[src/odst_defines.vh]
// Constants for the orientation detection and status block.
// Assumes a byte-wide register port and one sample strobe per output sample.
`ifndef ODST_DEFINES_VH
`define ODST_DEFINES_VH
`define ODST_ADDR_STATUS  8'h10
`define ODST_ADDR_CONFIG  8'h11
`define ODST_ADDR_COUNT   8'h12
`define ODST_ST_FLAG      7
`define ODST_ST_LOCK      6
`define ODST_ST_CODE_HI   2
`define ODST_ST_CODE_LO   1
`define ODST_ST_BF        0
`define ODST_CF_MODE      7
`define ODST_CF_EN        6
`define ODST_CFG_RESET    8'h80
`define ODST_CNT_RESET    8'h00
`define ODST_CFG_MASK     8'hc0
// 1.25 g in 12-bit counts at 2 g full scale (1024 counts per g)
`define ODST_G_LIMIT      12'h500
// Axis word width, axis count and the one used for negation
`define ODST_AXIS_W       12
`define ODST_N_AXES       3
`define ODST_AXIS_ONE     12'h001
`define ODST_ZERO8        8'h00
`define ODST_ONE8         8'h01
`endif

[src/odst_debounce.v]
// Debounce counter for a pending orientation candidate.
// Assumes sample strobes and a candidate-differs level on core_clk.
`timescale 1ns/1ns
`default_nettype none
`include "odst_defines.vh"
module odst_debounce
(
  input  wire       core_clk,
  input  wire       nrst,
  input  wire       sample,
  input  wire       pending,
  input  wire       clear,
  input  wire       mode_clear,
  input  wire [7:0] limit,
  output wire       done
);
  reg [7:0] cnt_r;
  reg [7:0] cnt_nxt;

  // Counting, decrement or clear when the condition lapses
  always @*
  begin
    cnt_nxt = cnt_r;
    if (clear)
      cnt_nxt = `ODST_ZERO8;
    else if (sample)
    begin
      if (pending)
      begin
        if (cnt_r < limit)
          cnt_nxt = cnt_r + `ODST_ONE8;
      end
      else if (mode_clear)
        cnt_nxt = `ODST_ZERO8;
      else if (cnt_r != `ODST_ZERO8)
        cnt_nxt = cnt_r - `ODST_ONE8;
    end
  end

  always @(posedge core_clk)
  begin
    if (!nrst)
      cnt_r <= `ODST_ZERO8;
    else if (done)
      cnt_r <= `ODST_ZERO8; // Next candidate starts from zero
    else
      cnt_r <= cnt_nxt;
  end

  // Commit once the programmed count is reached
  assign done = sample & pending & (cnt_nxt >= limit);
endmodule
`default_nettype wire

[src/odst_orient.v]
// Orientation detection unit: classifier, debounce, status and config regs.
// Assumes axis samples arrive with a one-cycle sample strobe on core_clk,
// and register accesses are single-cycle strobes from the register port.
`timescale 1ns/1ns
`default_nettype none
`include "odst_defines.vh"
module odst_orient
(
  input  wire        core_clk,
  input  wire        nrst,
  input  wire        sample,
  input  wire [11:0] axis_x,
  input  wire [11:0] axis_y,
  input  wire [11:0] axis_z,
  input  wire [11:0] lock_z_limit,
  input  wire        active,
  input  wire        sleep_mode,
  input  wire        irq_enable,
  input  wire [7:0]  reg_addr,
  input  wire        reg_wr,
  input  wire        reg_rd,
  input  wire [7:0]  reg_wdata,
  output reg  [7:0]  reg_rdata,
  output wire        orient_irq_source
);
  // Register state
  reg        orient_change_flag_r;
  reg        tilt_lockout_r;
  reg  [1:0] orient_code_r;
  reg        back_front_r;
  reg  [7:0] orientation_config_r;
  reg  [7:0] orientation_debounce_count_r;
  reg        first_r;
  reg        active_d_r;
  reg        sleep_d_r;
  reg  [1:0] cand_code;
  reg        cand_bf;
  reg        cand_lock;
  reg  [7:0] rdata_nxt;
  // Decodes and control
  wire       orient_enable;
  wire       debounce_mode;
  wire       status_rd;
  wire       over_g;
  wire       run;
  wire       differs;
  wire       commit;
  wire       mode_change;
  wire       went_active;
  wire       cfg_wr;
  wire       cnt_wr;
  wire       sample_ok;
  // Axis words, their magnitudes and per-axis over-range flags
  wire [35:0] axis_all;
  wire [35:0] axis_mag;
  wire [2:0]  axis_over;
  wire [11:0] ax;
  wire [11:0] ay;
  wire [11:0] az;

  assign debounce_mode = orientation_config_r[`ODST_CF_MODE];
  assign orient_enable = orientation_config_r[`ODST_CF_EN];
  assign status_rd = reg_rd & (reg_addr == `ODST_ADDR_STATUS);
  // Register write decodes
  assign cfg_wr = reg_wr & (reg_addr == `ODST_ADDR_CONFIG);
  assign cnt_wr = reg_wr & (reg_addr == `ODST_ADDR_COUNT);
  // Standby to active edge; it also restarts the debounce
  assign went_active = active & ~active_d_r;
  assign mode_change = (sleep_mode != sleep_d_r) | went_active;

  // Per-axis magnitude and 1.25 g over-range check
  assign axis_all = {axis_z, axis_y, axis_x};
  genvar gi;
  generate
    for (gi = 0; gi < `ODST_N_AXES; gi = gi + 1)
    begin : g_axis
      wire [`ODST_AXIS_W-1:0] raw;
      assign raw = axis_all[gi*`ODST_AXIS_W +: `ODST_AXIS_W];
      assign axis_mag[gi*`ODST_AXIS_W +: `ODST_AXIS_W] =
        raw[`ODST_AXIS_W-1] ? (~raw + `ODST_AXIS_ONE) : raw;
      assign axis_over[gi] =
        axis_mag[gi*`ODST_AXIS_W +: `ODST_AXIS_W] > `ODST_G_LIMIT;
    end
  endgenerate

  assign ax = axis_mag[`ODST_AXIS_W-1:0];
  assign ay = axis_mag[2*`ODST_AXIS_W-1:`ODST_AXIS_W];
  assign az = axis_mag[3*`ODST_AXIS_W-1:2*`ODST_AXIS_W];

  // Candidate classification from the larger in-plane magnitude
  always @*
  begin
    if (ay >= ax)
      cand_code = axis_y[11] ? 2'h1 : 2'h0;
    else
      cand_code = axis_x[11] ? 2'h3 : 2'h2;
    cand_bf = axis_z[11];
    cand_lock = az > lock_z_limit;
  end

  // Detection runs only when enabled, active and no axis is above 1.25 g
  assign over_g = |axis_over;
  assign run = active & orient_enable & ~over_g;
  assign sample_ok = sample & run;
  assign differs = first_r | (cand_code != orient_code_r) |
                   (cand_bf != back_front_r) |
                   (cand_lock != tilt_lockout_r);

  // Debounce a differing candidate before it commits
  odst_debounce u_deb
  (
    .core_clk   (core_clk),
    .nrst       (nrst),
    .sample     (sample_ok),
    .pending    (differs),
    .clear      (mode_change),
    .mode_clear (debounce_mode),
    .limit      (orientation_debounce_count_r),
    .done       (commit)
  );

  // Wake/sleep and standby edge tracking
  always @(posedge core_clk)
  begin
    if (!nrst)
    begin
      active_d_r <= 1'b0;
      sleep_d_r <= 1'b0;
    end
    else
    begin
      active_d_r <= active;
      sleep_d_r <= sleep_mode;
    end
  end

  // First-result marker, raised again on each standby to active edge
  always @(posedge core_clk)
  begin
    if (!nrst)
      first_r <= 1'b1;
    else if (went_active)
      first_r <= 1'b1;
    else if (commit)
      first_r <= 1'b0;
  end

  // Change flag; a commit in the cycle of a clearing read wins
  always @(posedge core_clk)
  begin
    if (!nrst)
      orient_change_flag_r <= 1'b0;
    else if (commit)
      orient_change_flag_r <= 1'b1;
    else if (status_rd)
      orient_change_flag_r <= 1'b0;
  end

  // Status fields follow each commit, flag set or not
  always @(posedge core_clk)
  begin
    if (!nrst)
    begin
      tilt_lockout_r <= 1'b0;
      orient_code_r <= 2'h0;
      back_front_r <= 1'b0;
    end
    else if (commit)
    begin
      tilt_lockout_r <= cand_lock;
      orient_code_r <= cand_code;
      back_front_r <= cand_bf;
    end
  end

  // Configuration and debounce count registers
  always @(posedge core_clk)
  begin
    if (!nrst)
    begin
      orientation_config_r <= `ODST_CFG_RESET;
      orientation_debounce_count_r <= `ODST_CNT_RESET;
    end
    else if (reg_wr)
    begin
      if (cfg_wr)
        orientation_config_r <= reg_wdata & `ODST_CFG_MASK;
      if (cnt_wr)
        orientation_debounce_count_r <= reg_wdata;
    end
  end

  // Read data mux
  always @*
  begin
    rdata_nxt = `ODST_ZERO8;
    case (reg_addr)
      `ODST_ADDR_STATUS:
      begin
        rdata_nxt[`ODST_ST_FLAG] = orient_change_flag_r;
        rdata_nxt[`ODST_ST_LOCK] = tilt_lockout_r;
        rdata_nxt[`ODST_ST_CODE_HI:`ODST_ST_CODE_LO] = orient_code_r;
        rdata_nxt[`ODST_ST_BF] = back_front_r;
      end
      `ODST_ADDR_CONFIG: rdata_nxt = orientation_config_r;
      `ODST_ADDR_COUNT:  rdata_nxt = orientation_debounce_count_r;
      default:           rdata_nxt = `ODST_ZERO8;
    endcase
  end

  // Read data captured on each read strobe, held between reads
  always @(posedge core_clk)
  begin
    if (!nrst)
      reg_rdata <= `ODST_ZERO8;
    else if (reg_rd)
      reg_rdata <= rdata_nxt;
  end

  // Interrupt source follows flag gated by enable
  assign orient_irq_source = orient_change_flag_r & irq_enable;
endmodule
`default_nettype wire

[config.mk]
export PLATFORM = sky130hd
export DESIGN_NAME = odst_orient
export DESIGN_NICKNAME = d
export VERILOG_FILES = /design/src/odst_debounce.v /design/src/odst_orient.v
export VERILOG_INCLUDE_DIRS = /design/src
export SDC_FILE = /design/constraint.sdc
export NUM_CORES = 1
export LEC_CHECK = 0
export CAP_MARGIN = 20
export CORE_UTILIZATION = 59
export DETAILED_ROUTE_END_ITERATION = 10
export DONT_BUFFER_PORTS = 1
export PLACE_DENSITY = 0.78
export SYNTH_ARGS = -nofsm -noshare
export SYNTH_HDL_FRONTEND = slang
export SYNTH_SLANG_ARGS = --single-unit
[constraint.sdc]
create_clock -name core_clk -period 6.4 [get_ports core_clk]
set_input_delay 0.64 -clock core_clk [delete_from_list [all_inputs] [get_ports core_clk]]
set_output_delay 0.64 -clock core_clk [all_outputs]
set_load 0.1 [all_outputs]
---- Yosys cells after proc, flatten, opt, wreduce, memory -nomap -nowiden ----
Index checks and enable logic that the tools add are counted.
word-level totals
  bits of input ports ..................... 72
  register bits after elaboration ......... 34
  word-level logic and storage cells ...... 74
cells by class
  bitwise gates (word level) .............. 20
  reductions and logical operators ........ 7
  $lt $le $gt $ge ......................... 7
  equality and inequality tests ........... 7
  add/sub/neg operators ................... 5
  muxes and demuxes ....................... 17
operators by type and width
  kind                                                                    count
  8-bit 2-to-1 mux                                                        6
  12-bit by 1-bit adder with 12-bit output, second input constant         3
  12-bit by 11-bit > comparator with 1-bit output, second input constant  3
  12-bit 2-to-1 mux                                                       3
  12-bit NOT                                                              3
  8-bit by 5-bit equality test with 1-bit output, second input constant   3
  12-bit >= comparator                                                    1
  12-bit > comparator                                                     1
  1-bit AND                                                               10
  8-bit by 1-bit adder with 8-bit output, second input constant           1
  8-bit >= comparator                                                     1
  8-bit < comparator                                                      1
  8-bit nonzero test                                                      1
  8-bit by 1-bit subtractor with 8-bit output, second input constant      1
  2-bit case mux with 3 select lines                                      1
  3-bit case mux with 2 select lines                                      1
  1-bit 2-to-1 mux                                                        4
  1-bit bitwise OR                                                        4
  2-bit AND reduction                                                     2
  2-bit OR reduction                                                      2
  3-bit 2-to-1 mux                                                        1
  1-bit inequality test                                                   3
  1-bit NOT                                                               3
  3-bit OR reduction                                                      1
  3 further kinds                                                         3

---- Logic depth before layout (Yosys ltp) ----
Gate-level depths: netlist of the first run.
  word-level depth ........................ 15
  depth in mapped cells ................... 28
  mapped depth without buffers ............ 26

---- Cells and area by module ----
From an unflattened synthesis of the first run, not the netlist that was laid out.
unflattened totals
  cell total of the unflattened synthesis .. 505
  area total of the unflattened synthesis .. 3854.9 µm²
modules (own cells, without submodules)
  module         instances  cells each  area an instance (µm²)
  odst_orient    1          339         2655.0
  odst_debounce  1          166         1199.9

---- Worst setup path before layout of the first run ----
OpenSTA, ideal clock, no wires.
  path type ............................... in2reg
  from .................................... input axis_y[2]
  to ...................................... register u_deb.cnt_r[2]
  setup slack ............................. -179 ps
  required time ........................... 6341 ps
  stages on the path ...................... 26
  buffers on the path ..................... 2
  setup time .............................. 59 ps
  arrival time ............................ 6520 ps
  cells stage by stage .................... clkbuf_1 -> or4_1 -> o41ai_1 -> xor2_1 -> inv_1 -> ha_1 -> a21oi_1 -> o21a_1 -> o311ai_0 -> nand2_1 -> a211o_1 -> and3_1 -> buf_1 -> nor3_1 -> mux2_2 -> o21ai_1 -> ha_1 -> nand2b_1 -> a21o_1 -> a21o_1 -> a21o_1 -> a21o_1 -> a2111oi_0 -> nor4_4 -> or2b_4 -> o21ba_1
on the way
  word-level cells in the longest chain between the ends .. 15
  elaborated cells between the ends (all ways) .. 21
ends and longest elaborated chain
  what                                                       line                RTL
  from (decl)                                                odst_orient.v:13    input wire [11:0] axis_y,
  12-bit NOT                                                 odst_orient.v:80    raw[`ODST_AXIS_W-1] ? (~raw + `ODST_AXIS_ONE) : raw;
  12-bit by 1-bit adder with 12-bit output (no source line)  n/a
  12-bit 2-to-1 mux *                                        odst_orient.v:80
  12-bit >= comparator                                       odst_orient.v:93    if (ay >= ax)
  2-bit 2-to-1 mux                                           odst_orient.v:93
  2-bit inequality test                                      odst_orient.v:105   assign differs = first_r | (cand_code != orient_code_r) |
  1-bit bitwise OR (2 in a row)                              odst_orient.v:105
  1-bit bitwise OR                                           odst_orient.v:106   (cand_bf != back_front_r) |
  8-bit 2-to-1 mux                                           odst_debounce.v:28  if (pending)
  8-bit 2-to-1 mux                                           odst_debounce.v:26  else if (sample)
  8-bit 2-to-1 mux                                           odst_debounce.v:24  if (clear)
  8-bit >= comparator                                        odst_debounce.v:51  assign done = sample & pending & (cnt_nxt >= limit);
  1-bit AND                                                  odst_debounce.v:51
  2-bit OR reduction (no source line)                        n/a
  to (signal assigned)                                       odst_debounce.v:43  cnt_r <= `ODST_ZERO8;
  to (signal assigned)                                       odst_debounce.v:45  cnt_r <= `ODST_ZERO8;
  to (signal assigned)                                       odst_debounce.v:47  cnt_r <= cnt_nxt;
  to (decl)                                                  odst_debounce.v:17  reg [7:0] cnt_r;
Mark *: on every way between the ends. The rest lies on a longest branch, timed or not.
A chain may end at the register's enable or synchronous reset.

---- Final worst setup path of the first run ----
  from .................................... input axis_y[5]
  to ...................................... register u_deb.cnt_r[0]
The elaborated chain is that of the path after synthesis.

==> flow_summary.toml, run 1 <==
[route]
via_per_inst = 6.33
first_pass_iters = 8
drt_wl_total_microns = 9160
vias = 3625
drc = 2
wl_per_cell_microns = 16.0
final_antenna_net_count = 0
dr.first_iter.drc_count = 254

[global_route]
track_usage_pct = 26.8
grt_max_degree = 28
grt-ovfl-total = 0
grt_pass1_wl_microns = 15600
grt_pass1_vias = 3396
antenna_found_initial = 0

[status]
violations = "design-rule violations"
status = "finished, violations left"

[die]
std_cell_rows = 29
core_region_area_sq_um = 6420
io_pins = 81
initial_core_util_pct = 61.7
dieArea_sq_um = 7050
fp.dieH_microns = 84.0
die_x_microns = 84.0

[synth]
postSynthAreaPerCell_sq_um = 7.83
synth_edf_count = 0
yosys_warnings = 0
yosysMostFrequentCell = "ha_1"
yosys.area.top_type = "dfxtp_1"
syn_inst = 506
synth_top_area_share_pct = 17.2
syn-cell-area_sq_um = 3960
synth.area.top_cells = "dfxtp_1 (17%), ha_1 (14%), mux2i_1 (6.3%)"
yosys_most_used_dff = "dfxtp_1"
ys_ff_latch = 34
synth.top_cells.by_count = "ha_1 (45), nand2_1 (41), inv_1 (38), dfxtp_1 (34), nor2_1 (30)"
ys_seq_area_share_pct = 17.2
synth_async_sr_flop_share_pct = 0
syn-num-nets = 623
synth_cell_types = 60

[cts]
cts_tree = "built"
insertion_delay_ps = 290
clk_pin_slew_ps = 70
cts_buffer_depth = 2
postCtsSetupBuffers = 0
cts_buffers = 5
clock-sinks = 34
htreeDepth = 2
root_buffer = "clkbuf_8"

[critical_path]
arrival_ps = 6190
crit_path_start_kind = "primary input"
critPathKind = "in2reg"
cp.required_ps = 6640
endpoint_kind = "register"
path_max_fanout = 7

[timing]
finalSetupViolCount = 0
final_max_slew_viol_count = 0
fin_crit_ps = 5950
slew_headroom_pct = 34.8
max_freq_mhz = 168
skew_ps = 5.78
fin_crit_sh_pct = 92.9
setup-tns-final_ps = 0
rsz0062_at_grt = "no"
hold_viol_final = 0
tightest_slew_ps = 976

[place]
gp_congestion = 0.897
placed_area_sq_um = 3990
dpl.hpwl_microns = 7500
io_buffers = 0
post-place-cells = 565

[layout]
fill_cells = 559
areaGrowthSynthToFinish_pct = 2.94
final_area_sq_um = 4080
diodes = 0
drive_gt1_share_pct = 5.85
fin_util_pct = 63.5
ff_latch_area_sq_um = 681
stdcell_count = 573
fin_nets = 612
multiInputGateArea_sq_um = 3050

[run]
maxCapViolations = 0

[power]
p_per_area_nw_per_um2 = 126
ir_drop_mv = 0.165
leakagePower_nw = 1.65

[worst_hold_path]
min_path_type = "in2reg"
[stage by stage]
| stage | hold slack [ps] | total power, mW | setup slack, ps |
|---|---|---|---|
| floorplan | 457 | 0.341 | 125 |
| global placement | 482 | 0.349 | 259 |
| detailed placement | 505 | 0.353 | 130 |
| CTS | 415 | 0.513 | 403 |
| global route | 428 | 0.543 | 75.8 |
| finish | 424 | 0.513 | 452 |
[where the power goes]
part           switching (mW)  internal, mW
Combinational          0.0695        0.0625
Clock                  0.0764        0.0867
Sequential            0.00509         0.213
[final cells by class]
type | instances | area share (%)
clock buffers | 7 | 2.12
well taps | 77 | 2.36
flip-flops and latches | 34 | 16.7
multi-input cells | 413 | 74.8
inverters | 39 | 3.59
clock inverters | 1 | 0.123
repair buffers | 2 | 0.368
[worst max-delay path: stages]
cell,delay (ps)
or4_1,610
o41ai_1,400
xor2_1,220
inv_1,110
ha_1,310
a21oi_1,70
o21a_1,200
o21ai_0,140
nand2_1,170
a211o_1,300
and3_1,200
nor3_1,220
mux2_2,210
o21ai_1,70
ha_1,270
nand2b_1,150
a21o_1,180
a21o_1,170
a21o_1,170
a21o_1,190
a2111oi_2,530
nor4_4,140
or2b_4,310
o21ba_1,220
[logic make-up (layout without fill, tap and decap cells)]
kind of cell | after synthesis | in the layout | synth area share (%)
XOR/XNOR | 34 | 34 | 7.52
multiplexers | 27 | 27 | 6.88
flip-flops | 34 | 34 | 17.2
adder cells (fa/ha/maj) | 45 | 45 | 14.2
AND/OR/NAND/NOR | 191 | 191 | 26.6
buffers and inverters | 59 | 49 | 6.03
AO/OA/AOI/OAI | 116 | 116 | 21.6
[per-layer routing]
layer / GRT usage [%] / vias up / share of wire, %
met4: 5.17 / 0 / 1.2
met3: 5.44 / 15 / 7.4
li1: - / 1807 / -
met5: 0 / - / 0
met1: 35.5 / 1664 / 45
met2: 45.1 / 139 / 46
[sequential cells by signal, summed over array words and instances, names as in the netlist]
| signal | cells |
|---|---|
| reg_rdata | 8 |
| active_d_r | 1 |
| orient_change_flag_r | 1 |
| tilt_lockout_r | 1 |
| orientation_config_r | 2 |
| back_front_r | 1 |
| orientation_debounce_count_r | 8 |
| sleep_d_r | 1 |
| first_r | 1 |
| orient_code_r | 2 |
| u_deb.cnt_r | 8 |
[path summary, 6_finish.rpt]
kind,cells after the start,from,slack [ps],to
hold / removal,1,nrst,420,orientation_config_r[7]
setup / recovery,24,axis_y[5],450,u_deb.cnt_r[0]
hold reg to reg,2,orientation_config_r[6],510,orientation_config_r[6]
setup reg to reg,19,orientation_debounce_count_r[5],1850,u_deb.cnt_r[0]
[cells in the final DEF, fill, tap and decap left out, drive strengths merged, types with 3 or more instances in the layout]
cell / netlist / routed
o41ai: 8 / 8
nand3: 11 / 11
or2: 6 / 6
inv: 39 / 39
dfxtp: 34 / 34
xor2: 13 / 13
nand4b: 3 / 3
o21ai: 16 / 16
nor4: 7 / 7
a21o: 12 / 12
nand4: 7 / 7
a21oi: 27 / 27
and3: 4 / 4
nor2b: 19 / 19
o21a: 10 / 10
nand2b: 8 / 8
o31ai: 8 / 8
a2111oi: 3 / 3
a31oi: 4 / 4
and2: 8 / 8
a211o: 4 / 4
or4: 6 / 6
xnor2: 21 / 21
clkbuf: 13 / 7
o22ai: 5 / 5
o211ai: 4 / 4
or3: 10 / 10
nor3b: 5 / 5
nor2: 30 / 30
ha: 45 / 45
mux2i: 25 / 25
nor3: 22 / 22
nand2: 41 / 41
[timing repair]
item | in CTS | in global routing
hold buffers | 0 | 0
gates resized for setup | 0 | 1
setup endpoints to repair | 0 | 3
Power figures use the tool's default switching activity.
==> inputs of run 2 (changes only) <==
--- a/config.mk
+++ b/config.mk
@@ -6,11 +6,13 @@
 export SDC_FILE = /design/constraint.sdc
 export NUM_CORES = 1
 export LEC_CHECK = 0
+export ABC_AREA = 1
 export CAP_MARGIN = 20
-export CORE_UTILIZATION = 59
+export CORE_UTILIZATION = 60
+export CTS_BUF_LIST = sky130_fd_sc_hd__clkbuf_2 sky130_fd_sc_hd__clkbuf_4 sky130_fd_sc_hd__clkbuf_8
 export DETAILED_ROUTE_END_ITERATION = 10
 export DONT_BUFFER_PORTS = 1
-export PLACE_DENSITY = 0.78
+export PLACE_DENSITY = 0.79
 export SYNTH_ARGS = -nofsm -noshare
 export SYNTH_HDL_FRONTEND = slang
 export SYNTH_SLANG_ARGS = --single-unit
==> flow_summary.toml, run 2 <==
[timing]
tightest_slew_ps = 985
fin_crit_ps = 4650
final_max_slew_viol_count = 0
setup-tns-final_ps = 0
hold_viol_final = 0
max_freq_mhz = 215
fin_crit_sh_pct = 72.7
finalSetupViolCount = 0
rsz0062_at_grt = "no"
slew_headroom_pct = 34.3
skew_ps = 6.66

[cts]
cts_tree = "built"
cts_buffers = 5
htreeDepth = 2
root_buffer = "clkbuf_8"
clock-sinks = 34
cts_hold_buf = 0
cts_buffer_depth = 2
postCtsSetupBuffers = 0
cts-resized-gates = 0
clk_pin_slew_ps = 70
insertion_delay_ps = 290

[synth]
postSynthAreaPerCell_sq_um = 5.77
ys_seq_area_share_pct = 16.7
synth.area.top_cells = "nand2_1 (21%), dfxtp_1 (17%), ha_1 (14%)"
yosys.area.top_type = "nand2_1"
syn-num-nets = 825
synth_async_sr_flop_share_pct = 0
synth_top_area_share_pct = 20.8
synth_cell_types = 39
synth_edf_count = 0
synth.top_cells.by_count = "nand2_1 (226), inv_1 (133), nand3_1 (63), nor2_1 (56), ha_1 (45)"
ys_ff_latch = 34
syn_inst = 708
yosys_warnings = 0
yosys_most_used_dff = "dfxtp_1"
yosysMostFrequentCell = "nand2_1"
syn-cell-area_sq_um = 4080

[layout]
ff_latch_area_sq_um = 681
largest_registers = "orientation_debounce_count_r: 8 flops, reg_rdata: 8 flops, u_deb.cnt_r: 8 flops"
fill_cells = 613
fin_nets = 821
diodes = 0
stdcell_count = 782
areaGrowthSynthToFinish_pct = 3.22
layout_common_cells = "nand2_1 (226), inv_1 (133), nand3_1 (63)"
drive_gt1_share_pct = 4.26
multiInputGateArea_sq_um = 2830
final_common_cell = "nand2_1"

[critical_path]
regToRegStartpoint = "u_deb.cnt_r[1]"
endpoint_kind = "register"
arrival_ps = 4880
path_max_fanout = 10
critPathKind = "in2reg"
r2r-end = "u_deb.cnt_r[0]"
slowest_stage = "a31oi_1"
crit_path_start_kind = "primary input"
rrSetupSlack_ps = 2750
cp_common_cell = "nand2_1"
slowest_delay_ps = 310
cp.required_ps = 6630
reg2regPathDepth = 23

[power]
seqPwrFrac_pct = 42.2
total_power_mw = 0.523
netSwitchingPower_mw = 0.169
clock_power_share_pct = 32.1
combinationalPowerShare_pct = 25.7
leakagePower_nw = 2.43
p_per_area_nw_per_um2 = 124
intPower_mw = 0.354
ir_drop_mv = 0.160
netSwitchingFraction_pct = 32.4

[route]
drt_wl_total_microns = 9360
drc = 3
via_per_inst = 5.40
vias = 4219
first_pass_iters = 8
wl_per_cell_microns = 12.0
dr.first_iter.drc_count = 214
final_antenna_net_count = 0

[global_route]
grt_max_degree = 22
grt_pass1_vias = 3946
busiest_layer = "met2"
antenna_found_initial = 0
grt_pass1_wl_microns = 16100
met2_usage_pct = 48.2
grt.met3_usage_pct = 4.23
track_usage_pct = 27.1
use_met1_pct = 34.2
grt-ovfl-total = 0

[place]
gp_congestion = 0.920
post-place-cells = 774
dpl.hpwl_microns = 7720
io_buffers = 0

[worst_hold_path]
min-delay-start = "reg_rd"
whs_endpoint = "reg_rdata[3]"
hold_path_depth = 1
min_path_type = "in2reg"

[die]
initial_core_util_pct = 63.2
std_cell_rows = 29
die_x_microns = 84.5
io_pins = 81
dieArea_sq_um = 7140
core_region_area_sq_um = 6460
fp.dieH_microns = 84.5

[status]
violations = "design-rule violations"
status = "finished, violations left"

[run]
maxCapViolations = 0
==> run 2: kinds of logic after synthesis <==
logic type | count (synthesis) | share of synthesized area, %
buffers and inverters | 148 | 14.1
and+or+nand+nor | 384 | 40.3
DFF | 34 | 16.7
adders and majority gates | 45 | 13.8
xor gates and xnor gates | 21 | 4.69
AOI/OAI and AO/OA | 76 | 10.4
==> run 2: critical path: cells and delay by family <==
family,cells,cell delay [ps]
adders and majority gates,3,650
and+or+nand+nor,25,2500
AOI/OAI and AO/OA,5,760
buffers and inverters,5,340
==> run 2: worst max path at each step <==
stage | startpoint | to | slack, ps
2_1_floorplan | axis_x[0] | u_deb.cnt_r[0] | 2080
6_report | axis_x[0] | u_deb.cnt_r[0] | 1750
5_1_grt | axis_x[0] | u_deb.cnt_r[2] | 1240
3_5_place_dp | axis_x[0] | u_deb.cnt_r[3] | 1510
4_1_cts | axis_x[0] | u_deb.cnt_r[3] | 1790
3_3_place_gp | axis_x[0] | u_deb.cnt_r[6] | 1720
==> run 2: final cells by class <==
class | instances | share of cell area, %
clock buffer | 7 | 2.14
clock inverter | 1 | 0.119
inverter | 137 | 12.2
multi-input combinational | 526 | 67.1
sequential | 34 | 16.1
tap | 77 | 2.29
==> run 2: power by group through the flow <==
stage	registers [mW]	clock network, mW	logic [mW]
floorplan	0.225	0	0.118
global placement	0.226	0	0.130
detailed placement	0.226	0	0.134
CTS	0.221	0.170	0.135
global route	0.221	0.177	0.158
finish	0.221	0.168	0.134
==> run 2: stage by stage <==
step / hold WS (ps) / worst slack [ps] / util [%] / cell area (sq um)
2_1_floorplan: 420 / 2080 / - / 4080
3_3_place_gp: 453 / 1720 / 63.8 / 4120
3_5_place_dp: 459 / 1510 / 63.8 / 4120
4_1_cts: 433 / 1790 / 65.3 / 4220
5_1_grt: 433 / 1240 / 65.3 / 4220
6_report: 434 / 1750 / 65.3 / 4220
==> run 2: layer usage <==
layer  vias to the layer above  routed length (microns)
li1                       2214                        -
met5                         -                        0
met4                         0                       74
met1                      1870                     4390
met2                       127                     4380
met3                         8                      510
